<file path="src/adc_seq_pkg.sv">
// Constants and types shared by the converter sequencer files.
// Assumes a single 25 MHz system clock and a synchronous active-low reset.
package adc_seq_pkg;

	// ****************************************************************
	// Widths and reset values
	// ****************************************************************
	localparam int RESULT_W = 10;
	localparam logic [2:0] ACQ_SEL_RESET = 3'h0;
	localparam logic [2:0] CLK_SEL_RESET = 3'h0;
	localparam logic [4:0] CONV_PERIODS = 5'h0b;
	localparam logic [4:0] POST_WAIT_PERIODS = 5'h02;
	// One instruction cycle is four oscillator periods.
	localparam logic [7:0] INSTR_CYCLE_CLKS = 8'h04;

	// ****************************************************************
	// Sequencer states
	// ****************************************************************
	typedef enum logic [2:0] {
		ST_IDLE,
		ST_START_DELAY,
		ST_ACQUIRE,
		ST_CONVERT,
		ST_POST_WAIT
	} seq_state_t;

endpackage : adc_seq_pkg

</file>
<file path="src/adc_bit_clock.sv">
// Bit-period enable generator for the converter sequencer.
// Assumes the RC clock arrives asynchronously on a pin.
`timescale 1ns/1ns
`default_nettype none

module adc_bit_clock (
	input wire logic clk_in,
	input wire logic rst_b_in,
	input wire logic run_in,
	input wire logic [2:0] conv_clk_sel_in,
	input wire logic rc_clk_in,
	output logic tick_out
);

	// ****************************************************************
	// Divisor decode
	// ****************************************************************
	logic [7:0] div_max;
	logic use_rc;
	logic [7:0] cnt_q;
	logic [7:0] cnt_d;
	logic rc_s1_q;
	logic rc_s2_q;
	logic rc_s3_q;

	// Selector decode; x11 picks the RC source.
	always_comb begin
		use_rc = (conv_clk_sel_in[1:0] == 2'h3);
		unique case (conv_clk_sel_in)
			3'h0: div_max = 8'h01;
			3'h4: div_max = 8'h03;
			3'h1: div_max = 8'h07;
			3'h5: div_max = 8'h0f;
			3'h2: div_max = 8'h1f;
			3'h6: div_max = 8'h3f;
			default: div_max = 8'h01;
		endcase
	end

	// Counter restarts whenever the sequencer stops, so every period is whole.
	always_comb begin
		cnt_d = cnt_q;
		if (!run_in || use_rc) begin
			cnt_d = 8'h00;
		end else if (cnt_q == div_max) begin
			cnt_d = 8'h00;
		end else begin
			cnt_d = cnt_q + 8'h01;
		end
	end

	always_ff @(posedge clk_in) begin
		if (!rst_b_in) begin
			cnt_q <= 8'h00;
			rc_s1_q <= 1'b0;
			rc_s2_q <= 1'b0;
			rc_s3_q <= 1'b0;
		end else begin
			cnt_q <= cnt_d;
			rc_s1_q <= rc_clk_in;
			rc_s2_q <= rc_s1_q;
			rc_s3_q <= rc_s2_q;
		end
	end

	// One pulse per bit period from either source.
	assign tick_out = run_in && (use_rc ? (rc_s2_q && !rc_s3_q)
		: (cnt_q == div_max));
endmodule : adc_bit_clock

`default_nettype wire

</file>
<file path="src/adc_sar_core.sv">
// Successive-approximation register for a ten-bit result.
// Assumes a comparator level that is already synchronous to clk_in.
`timescale 1ns/1ns
`default_nettype none

module adc_sar_core #(
	parameter int W = adc_seq_pkg::RESULT_W
) (
	input wire logic clk_in,
	input wire logic rst_b_in,
	input wire logic start_in,
	input wire logic step_in,
	input wire logic comp_above_in,
	output logic [W-1:0] trial_out,
	output logic [W-1:0] value_out
);

	// ****************************************************************
	// Bit trials
	// ****************************************************************
	logic [W-1:0] val_q;
	logic [W-1:0] val_d;
	logic [W-1:0] mask_q;
	logic [W-1:0] mask_d;

	// Each step keeps or drops the trial bit, then moves to the next.
	always_comb begin
		val_d = val_q;
		mask_d = mask_q;
		if (start_in) begin
			val_d = '0;
			mask_d = {1'b1, {(W-1){1'b0}}};
		end else if (step_in && mask_q != '0) begin
			if (comp_above_in) begin
				val_d = val_q | mask_q;
			end
			mask_d = mask_q >> 1;
		end
	end

	always_ff @(posedge clk_in) begin
		if (!rst_b_in) begin
			val_q <= '0;
			mask_q <= '0;
		end else begin
			val_q <= val_d;
			mask_q <= mask_d;
		end
	end

	assign trial_out = val_q | mask_q;
	assign value_out = val_q;

endmodule : adc_sar_core

`default_nettype wire

</file>
<file path="src/adc_acquire_convert_sequencer.sv">
// Acquire and convert sequencer for the ten-bit converter.
// Assumes control bits come from same-clock register logic; pins and the
// comparator arrive asynchronously and are synchronised here.
`timescale 1ns/1ns
`default_nettype none

module adc_acquire_convert_sequencer #(
	parameter int NPINS = 13
) (
	input wire logic clk_in,
	input wire logic rst_b_in,
	input wire logic conv_power_on_in,
	input wire logic go_set_in,
	input wire logic go_clr_in,
	input wire logic trigger_in,
	input wire logic [2:0] acq_time_sel_in,
	input wire logic [2:0] conv_clk_sel_in,
	input wire logic result_justify_sel_in,
	input wire logic result_wr_in,
	input wire logic [7:0] result_high_byte_wr_in,
	input wire logic [7:0] result_low_byte_wr_in,
	input wire logic done_flag_clr_in,
	input wire logic rc_clk_in,
	input wire logic comp_above_in,
	input wire logic [NPINS-1:0] pin_level_in,
	input wire logic [NPINS-1:0] pin_analog_in,
	output logic go_out,
	output logic conv_done_irq_flag_out,
	output logic sample_connect_out,
	output logic [adc_seq_pkg::RESULT_W-1:0] dac_trial_out,
	output logic [7:0] result_high_byte_out,
	output logic [7:0] result_low_byte_out,
	output logic [NPINS-1:0] port_read_out
);

	// ****************************************************************
	// Declarations
	// ****************************************************************
	localparam int W = adc_seq_pkg::RESULT_W;
	adc_seq_pkg::seq_state_t st_q;
	adc_seq_pkg::seq_state_t st_d;
	logic go_q;
	logic go_d;
	logic flag_q;
	logic flag_d;
	logic [4:0] per_q;
	logic [4:0] per_d;
	logic [7:0] dly_q;
	logic [7:0] dly_d;
	logic [7:0] rh_q;
	logic [7:0] rh_d;
	logic [7:0] rl_q;
	logic [7:0] rl_d;
	logic [4:0] acq_periods;
	logic tick;
	logic run;
	logic sar_start;
	logic done_evt;
	logic [W-1:0] sar_val;
	logic cmp_s1_q;
	logic cmp_s2_q;
	logic [NPINS-1:0] pin_s1_q;
	logic [NPINS-1:0] pin_s2_q;

	// ****************************************************************
	// Input synchronisers
	// ****************************************************************
	// The comparator and the pins are asynchronous to clk_in.
	always_ff @(posedge clk_in) begin
		if (!rst_b_in) begin
			cmp_s1_q <= 1'b0;
			cmp_s2_q <= 1'b0;
			pin_s1_q <= '0;
			pin_s2_q <= '0;
		end else begin
			cmp_s1_q <= comp_above_in;
			cmp_s2_q <= cmp_s1_q;
			pin_s1_q <= pin_level_in;
			pin_s2_q <= pin_s1_q;
		end
	end

	// Analog pins read back as zero, one generate over the pins.
	genvar gi;
	generate
		for (gi = 0; gi < NPINS; gi++) begin : g_pin
			assign port_read_out[gi] = pin_s2_q[gi] & ~pin_analog_in[gi];
		end
	endgenerate

	// ****************************************************************
	// Acquisition selector decode
	// ****************************************************************
	// Selector steps to 0, 2, 4, 6, 8, 12, 16 and 20 bit periods.
	always_comb begin
		unique case (acq_time_sel_in)
			3'h0: acq_periods = 5'h00;
			3'h1: acq_periods = 5'h02;
			3'h2: acq_periods = 5'h04;
			3'h3: acq_periods = 5'h06;
			3'h4: acq_periods = 5'h08;
			3'h5: acq_periods = 5'h0c;
			3'h6: acq_periods = 5'h10;
			3'h7: acq_periods = 5'h14;
		endcase
	end

	// ****************************************************************
	// Bit clock and SAR
	// ****************************************************************
	assign run = (st_q == adc_seq_pkg::ST_ACQUIRE) || (st_q == adc_seq_pkg::ST_CONVERT)
		|| (st_q == adc_seq_pkg::ST_POST_WAIT);

	adc_bit_clock u_clk (
		.clk_in(clk_in),
		.rst_b_in(rst_b_in),
		.run_in(run),
		.conv_clk_sel_in(conv_clk_sel_in),
		.rc_clk_in(rc_clk_in),
		.tick_out(tick)
	);

	adc_sar_core #(.W(W)) u_sar (
		.clk_in(clk_in),
		.rst_b_in(rst_b_in),
		.start_in(sar_start),
		.step_in(tick && st_q == adc_seq_pkg::ST_CONVERT),
		.comp_above_in(cmp_s2_q),
		.trial_out(dac_trial_out),
		.value_out(sar_val)
	);

	// ****************************************************************
	// Sequencer
	// ****************************************************************
	// One state walk for all phases. Go stays high through acquisition and
	// conversion so software cannot tell them apart.
	always_comb begin
		st_d = st_q;
		go_d = go_q;
		per_d = per_q;
		dly_d = dly_q;
		sar_start = 1'b0;
		done_evt = 1'b0;
		if (go_set_in || (trigger_in && conv_power_on_in)) begin
			go_d = 1'b1;
		end
		if (go_clr_in) begin
			go_d = 1'b0;
		end
		unique case (st_q)
			adc_seq_pkg::ST_IDLE: begin
				if (go_q && conv_power_on_in) begin
					per_d = 5'h00;
					dly_d = 8'h00;
					if (acq_periods != 5'h00) begin
						st_d = adc_seq_pkg::ST_ACQUIRE;
					end else if (conv_clk_sel_in[1:0] == 2'h3) begin
						st_d = adc_seq_pkg::ST_START_DELAY;
					end else begin
						st_d = adc_seq_pkg::ST_CONVERT;
						sar_start = 1'b1;
					end
				end
			end
			adc_seq_pkg::ST_START_DELAY: begin
				dly_d = dly_q + 8'h01;
				if (dly_q == adc_seq_pkg::INSTR_CYCLE_CLKS - 8'h01) begin
					st_d = adc_seq_pkg::ST_CONVERT;
					sar_start = 1'b1;
				end
			end
			adc_seq_pkg::ST_ACQUIRE: begin
				if (tick) begin
					per_d = per_q + 5'h01;
					if (per_q == acq_periods - 5'h01) begin
						per_d = 5'h00;
						st_d = adc_seq_pkg::ST_CONVERT;
						sar_start = 1'b1;
					end
				end
			end
			adc_seq_pkg::ST_CONVERT: begin
				if (tick) begin
					per_d = per_q + 5'h01;
					if (per_q == adc_seq_pkg::CONV_PERIODS - 5'h01) begin
						per_d = 5'h00;
						st_d = adc_seq_pkg::ST_POST_WAIT;
						done_evt = 1'b1;
						go_d = 1'b0;
					end
				end
			end
			adc_seq_pkg::ST_POST_WAIT: begin
				if (tick) begin
					per_d = per_q + 5'h01;
					if (per_q == adc_seq_pkg::POST_WAIT_PERIODS - 5'h01) begin
						st_d = adc_seq_pkg::ST_IDLE;
						per_d = 5'h00;
					end
				end
			end
		endcase
		// Abort by software clear or power off. A clear that lands on the last
		// tick comes too late: go_q is still high, so the completion writes the pair.
		if ((st_q == adc_seq_pkg::ST_ACQUIRE || st_q == adc_seq_pkg::ST_CONVERT
			|| st_q == adc_seq_pkg::ST_START_DELAY)
			&& (!go_q || !conv_power_on_in)) begin
			st_d = adc_seq_pkg::ST_POST_WAIT;
			per_d = 5'h00;
			done_evt = 1'b0;
		end
		if (!conv_power_on_in) begin
			go_d = 1'b0;
		end
	end

	// Done flag: a completion in the clear cycle still sets it.
	always_comb begin
		flag_d = flag_q;
		if (done_flag_clr_in) begin
			flag_d = 1'b0;
		end
		if (done_evt) begin
			flag_d = 1'b1;
		end
	end

	// Result pair only changes on completion or software write.
	always_comb begin
		rh_d = rh_q;
		rl_d = rl_q;
		if (result_wr_in) begin
			rh_d = result_high_byte_wr_in;
			rl_d = result_low_byte_wr_in;
		end
		if (done_evt) begin
			if (result_justify_sel_in) begin
				rh_d = {6'h00, sar_val[9:8]};
				rl_d = sar_val[7:0];
			end else begin
				rh_d = sar_val[9:2];
				rl_d = {sar_val[1:0], 6'h00};
			end
		end
	end

	// Reset clears go, the flag, the counters and the result pair, and returns the sequencer to idle.
	always_ff @(posedge clk_in) begin
		if (!rst_b_in) begin
			st_q <= adc_seq_pkg::ST_IDLE;
			go_q <= 1'b0;
			flag_q <= 1'b0;
			per_q <= 5'h00;
			dly_q <= 8'h00;
			rh_q <= 8'h00;
			rl_q <= 8'h00;
		end else begin
			st_q <= st_d;
			go_q <= go_d;
			flag_q <= flag_d;
			per_q <= per_d;
			dly_q <= dly_d;
			rh_q <= rh_d;
			rl_q <= rl_d;
		end
	end

	// ****************************************************************
	// Outputs
	// ****************************************************************
	// The pin stays connected except during conversion, whatever its
	// direction or digital setting.
	assign sample_connect_out = (st_q != adc_seq_pkg::ST_CONVERT);
	assign go_out = go_q;
	assign conv_done_irq_flag_out = flag_q;
	assign result_high_byte_out = rh_q;
	assign result_low_byte_out = rl_q;
endmodule : adc_acquire_convert_sequencer

`default_nettype wire

</file>
<file path="config.mk">
export PLATFORM = sky130hd
export DESIGN_NAME = adc_acquire_convert_sequencer
export DESIGN_NICKNAME = d
export VERILOG_FILES = /design/src/adc_seq_pkg.sv /design/src/adc_bit_clock.sv /design/src/adc_sar_core.sv /design/src/adc_acquire_convert_sequencer.sv
export SDC_FILE = /design/constraint.sdc
export NUM_CORES = 1
export LEC_CHECK = 0
export BUFFER_PORTS_ARGS = -buffer_cell sky130_fd_sc_hd__buf_2
export CORE_ASPECT_RATIO = 0.6
export CORE_MARGIN = 4
export CORE_UTILIZATION = 54
export DETAILED_ROUTE_END_ITERATION = 10
export GPL_ROUTABILITY_DRIVEN = 0
export PLACE_DENSITY = 0.91
export SYNTH_ARGS = -nofsm -noshare
export SYNTH_HDL_FRONTEND = slang
export SYNTH_HIERARCHICAL = 1
export SYNTH_SLANG_ARGS = --single-unit
</file>
<file path="constraint.sdc">
create_clock -name clk_in -period 3.7 [get_ports clk_in]
set_input_delay 0.74 -clock clk_in [delete_from_list [all_inputs] [get_ports clk_in]]
set_output_delay 0.74 -clock clk_in [all_outputs]
set_load 0.05 [all_outputs]
</file>
# Yosys cells after proc, flatten, opt, wreduce, memory -nomap -nowiden
# Memories as Yosys holds them, arrays and structs flattened.
# Index checks and enable logic that the tools add are counted.
[op_classes]
n_addsub = 4
mul = 0
n_div = 0
n_lt_le_gt_ge = 0
eq_ne = 32
shifts = 0
mux = 50
bitwise_logic = 28
reduce_logical = 34
[op_table]
columns = ["cell", "count"]
rows = [
  ["$mux W8", 7],
  ["$mux W5", 7],
  ["$pmux W6 S5", 1],
  ["$mux W3", 9],
  ["$mux W10", 2],
  ["$pmux W5 S4", 1],
  ["$mux W1", 18],
  ["$add A8 B1 Y8 const B", 2],
  ["$pmux W8 S2", 1],
  ["$reduce_and A8 Y1", 2],
  ["$ne A3 B2 Y1 const B", 5],
  ["$pmux W3 S5", 1],
  ["$not A1 Y1", 14],
  ["$and A1 B1 Y1", 13],
  ["$eq A3 B3 Y1 const B", 4],
  ["$ne A2 B2 Y1 const B", 5],
  ["$or A10 B10 Y10", 1],
  ["$reduce_bool A10 Y1", 1],
  ["$eq A3 B2 Y1 const B", 3],
  ["$ne A3 B1 Y1 const B", 3],
  ["$eq A8 B2 Y1 const B", 1],
  ["$eq A8 B6 Y1", 1],
  ["$reduce_bool A2 Y1", 4],
  ["$logic_and A1 B1 Y1", 7],
  ["20 further kinds", 35],
]
[word_totals]
regBits = 93
latch_bits = 0
mem_bits_rw = 0
rom_bits = 32
input_bits = 59
out_inout_bits = 42
elab_cells = 168
memories = 1
[mem_list]
columns = ["name", "depth", "width", "rd", "rd_clocked_by_memory_dff", "write_ports", "line", "rtl"]
rows = [
  ["(no name shown)", 8, 4, 1, 0, 0, "adc_acquire_convert_sequencer.sv:96", "unique case (acq_time_sel_in)"],
]

# Depth between registers and ports, before layout
[depth]
depth_word = 9
ltp_mapped = 13
depth_no_buf = 10

# Cells and area by module
# The synthesis kept the hierarchy.
[modules_own_cells]
columns = ["module", "n_inst", "cells_each", "area_each_um2", "seq_area_each_um2"]
rows = [
  ["adc_acquire_convert_sequencer", 1, 335, 3090.5, 1241.2],
  ["adc_sar_core", 1, 68, 740.7, 400.4],
  ["adc_bit_clock", 1, 59, 538.0, 220.2],
]

# Least setup slack after synthesis
# No wires, ideal clock.
[synth_timing]
kind = "input -> register"
startpoint = "in conv_clk_sel_in[1]"
endpoint = "reg u_sar.val_q[0], in the netlist u_sar/value_out[0]"
setup_time_ps = 117
arrival_time_ps = 3285
required_time_ps = 3583
setup_slack_ps = 299
path_stages = 11
path_buffers = 2
path_cell_list = "or3_1 a211oi_1 nor2_1 a211oi_4 a31o_1 clkbuf_1 inv_1 o41ai_1 and4b_1 buf_6 a22o_1"
[synth_between]
elab_chain_cells = 8
word_cells_on_any_way = 19
[synth_rtl]
columns = ["element", "line", "rtl"]
rows = [
  ["from (decl)", "adc_acquire_convert_sequencer.sv:17", "input wire logic [2:0] conv_clk_sel_in,"],
  ["$eq A3 B3 Y1, or another cell as far along", "adc_bit_clock.sv:29", "unique case (conv_clk_sel_in)"],
  ["$pmux W6 S5", "adc_bit_clock.sv:29", ""],
  ["$eq A8 B6 Y1", "adc_bit_clock.sv:68", ": (cnt_q == div_max));"],
  ["$mux W1 (*)", "adc_bit_clock.sv:67", "assign tick_out = run_in && (use_rc ? (rc_s2_q && !rc_s3_q)"],
  ["$logic_and A1 B1 Y1 (*)", "adc_bit_clock.sv:67", ""],
  ["named net tick", "adc_acquire_convert_sequencer.sv:55", "logic tick;"],
  ["$mux W1 (*)", "adc_acquire_convert_sequencer.sv:174", "if (tick) begin"],
  ["$pmux W1 S3 (*)", "adc_acquire_convert_sequencer.sv:151", "unique case (st_q)"],
  ["named net sar_start", "adc_acquire_convert_sequencer.sv:57", "logic sar_start;"],
  ["$reduce_or A2 Y1 (no source line) (*)", "n/a", ""],
  ["to (signal assigned)", "adc_sar_core.sv:46", "val_q <= val_d;"],
  ["to (decl)", "adc_sar_core.sv:21", "logic [W-1:0] val_q;"],
]
# Mark *: on every way through the listed nets, which the timed path passes. The rest lies on a longest branch.
# A chain may end at the register's enable or synchronous reset.

# Final worst setup path
[layout_timing]
startpoint = "in conv_clk_sel_in[1]"
endpoint = "reg u_sar.val_q[8], in the netlist u_sar/value_out[8]"
# Same word-level chain as after synthesis.

==> impl_metrics.toml <==
[logic_synthesis]
synth_top_cell_area_share_pct = 42.6
async_reset_ff_share_pct = 0
synth_edf_count = 0
synth_nets = 527
synthMostInstantiatedCell = "dfxtp_1"
synth_area_leaders = "dfxtp_1 (43%), mux2i_1 (6.2%), and2_1 (4.7%), nor2b_1 (3.3%), nand2_1 (2.7%)"
synth_seq_area_share_pct = 42.6
synth-seq-cells = 93
netlist_top_cells_count = "dfxtp_1 (93), and2_1 (33), nand2_1 (32)"
synth.distinct_cells = 70
synthFlopType = "dfxtp_1"
synth_area_sq_mm = 0.00437
avgSynthCellArea_sq_um = 9.46
synthCells = 462
yosysWarningCount = 6
yosysTopAreaCell = "dfxtp_1"

[timing]
period_share_pct = 93.3
finalSetupViolations = 0
fmax_mhz = 290
clock_skew_ns = 0.00383
rsz0062_at_grt = "false"
maxSlewViolCount = 0
fin_ws_ns = 0.249
finalHoldViolCount = 0
worst_pin_slew_ns = 0.714
whs_ns = 0.433
layout_min_cycle_time_ns = 3.45
slew_headroom_pct = 51.9

[route]
wl_um = 9930
firstDrtPassIters = 5
met2_length_um = 4400
postRouteAntennaNets = 0
wire_per_inst_um = 15.0
avgViaCountPerCell = 5.50
first_iter_violations = 298
vias = 3639
drc = 0
top_layer = "met4"
dr_wl_met3_um = 785
wirelength_met1_um = 4700

[final_layout]
drive_gt1_share_pct = 27.4
areaGrowthSynthToFinish_pct = 17.7
fill_cells = 672
diodes = 0
final_nets = 614

[worst_setup_path]
worst-r2r-setup-slack_ns = 0.38
critPathKind = "in2reg"
critical_path_depth = 10
crit_arrival_ns = 3.67
slowest_delay_ns = 0.69
cpMaxStageDelayCell = "o41ai_1"
r2r-end = "u_sar/value_out[8]"
cp_cell_sequence = "buf_2 > or3_1 > a211oi_1 > nor2_1 > a211oi_4 > a31o_1 > inv_1 > o41ai_1 > nor2b_1 > a22o_1"
critPathLaunch = "conv_clk_sel_in[1]"
start_kind = "input port"
r2r_cells = 9
required_ns = 3.91
critPathCapture = "u_sar/value_out[8]"
critPathMaxFanout = 9
critPathBufInv = 2
critPathTopFamily = "compound AO/OA/AOI/OAI gates"
r2r-start = "st_q[2]"
end_kind = "register"

[die]
rows = 25
num_io_pins = 101
die_x_um = 124
dieArea_sq_mm = 0.00964
core_sq_mm = 0.00788
die_h_um = 77.7
initial_core_util_pct = 55.4

[grt]
grt_overflow = 0
first_global_vias = 3336
grt_max_degree = 44
gr-usage-all-layers_pct = 20.7
grt_pass1_wl_um = 16000
antenna_found_initial = 0

[cts]
clockRootBuffer = "clkbuf_16"
cts_buffer_depth = 2
htreeDepth = 3
clock_sinks = 93
post-cts-setup-buffer-count = 0
cts_tree = "yes"
clk_pin_slew_ns = 0.06
numCtsBuffers = 9
ctsHoldBuffers = 0
cts-resized-gates = 0
clock_latency_ns = 0.33

[place]
dpl.hpwl_um = 7350
io_buffers = 100
post-place-ws_ns = -0.0281

[status]
outcome = "complete, no violations"

[power]
p_leak_nw = 2.28
vdd_ir_drop_max_mv = 0.271
power_density_mw_per_mm2 = 468

[run]
maxCapViolCount = 0

[worst_hold_path]
min_path_type = "reg2reg"
[metal layers]
layer	track usage, %	up-vias
met5	0	-
met4	4.26	0
met3	5.75	6
met2	31.1	141
met1	29.7	1684
li1	-	1808
[per-stage QoR]
stage	setup TNS [ns]	cell area [sq um]	power, mW	cells	util, %
2_1_floorplan	0	4370	1.48	462	-
3_3_place_gp	0	4870	1.56	646	61.7
3_5_place_dp	-0.163	4870	1.58	646	61.7
4_1_cts	0	5140	2.41	662	65.3
5_1_grt	0	5140	2.52	662	65.3
6_report	0	5140	2.41	662	65.3
[worst register-to-register path: stages, from the launching register on]
cell and delay (ns):
dfxtp_1 0.62, or3b_4 0.46, nand2_1 0.16, nand2_1 0.07
nor3_1 0.14, a31o_1 0.31, inv_1 0.14, o41ai_1 0.69
nor2b_1 0.29, a22o_1 0.32
[registers in the layout (all words and copies together) (netlist names), 3 cells and up]
signal,cells
per_q,5
result_low_byte_out,8
u_clk/cnt_q,8
u_sar/mask_q,10
dly_q,8
pin_s1_q,13
result_high_byte_out,8
pin_s2_q,13
u_sar/value_out,10
st_q,3
[worst min path at each step]
stage / startpoint / endpoint / slack, ns / cells past startpoint
4_1_cts: pin_s1_q[1] / pin_s2_q[1] / 0.43 / 1
2_1_floorplan: u_clk/rc_s1_q / u_clk/rc_s2_q / 0.41 / 1
3_5_place_dp: pin_s1_q[1] / pin_s2_q[1] / 0.42 / 1
6_report: cmp_s1_q / cmp_s2_q / 0.43 / 1
5_1_grt: cmp_s1_q / cmp_s2_q / 0.45 / 1
3_3_place_gp: pin_s1_q[12] / pin_s2_q[12] / 0.41 / 1
[where the power goes]
part	total (mW)	internal (mW)	switching [mW]
combinational	0.466	0.186	0.280
clock	0.839	0.471	0.368
sequential	1.10	1.05	0.0559
[layout make-up]
cell class / instances / area (sq um) / area share (%)
Multi-Input combinational cell: 334 / 2310 / 45.0
Sequential cell: 93 / 1860 / 36.2
Timing Repair Buffer: 104 / 531 / 10.3
Clock buffer: 10 / 239 / 4.65
Tap cell: 108 / 135 / 2.63
Clock inverter: 6 / 38.8 / 0.754
Inverter: 7 / 26.3 / 0.511
[kinds of logic (layout without fill, tap and decap cells)]
kind of cell,after synthesis,count (layout),synth area share [%]
AO/OA/AOI/OAI,81,81,14.2
XOR/XNOR,10,10,2.00
adder cells (fa/ha/maj),7,7,1.95
buffers and inverters,35,127,4.47
flip-flops,93,93,42.6
multiplexers,34,34,7.99
AND/OR/NAND/NOR,202,202,26.8
[layout by cell type (no fill, tap or decap), types with 15 or more instances in the layout]
cell and count:
dfxtp_1 93, nand2_1 32, mux2i_1 27, nor2_1 30, nand3_1 15, nor2b_1 23
and2_1 33, buf_2 100
Power figures use the tool's default switching activity.
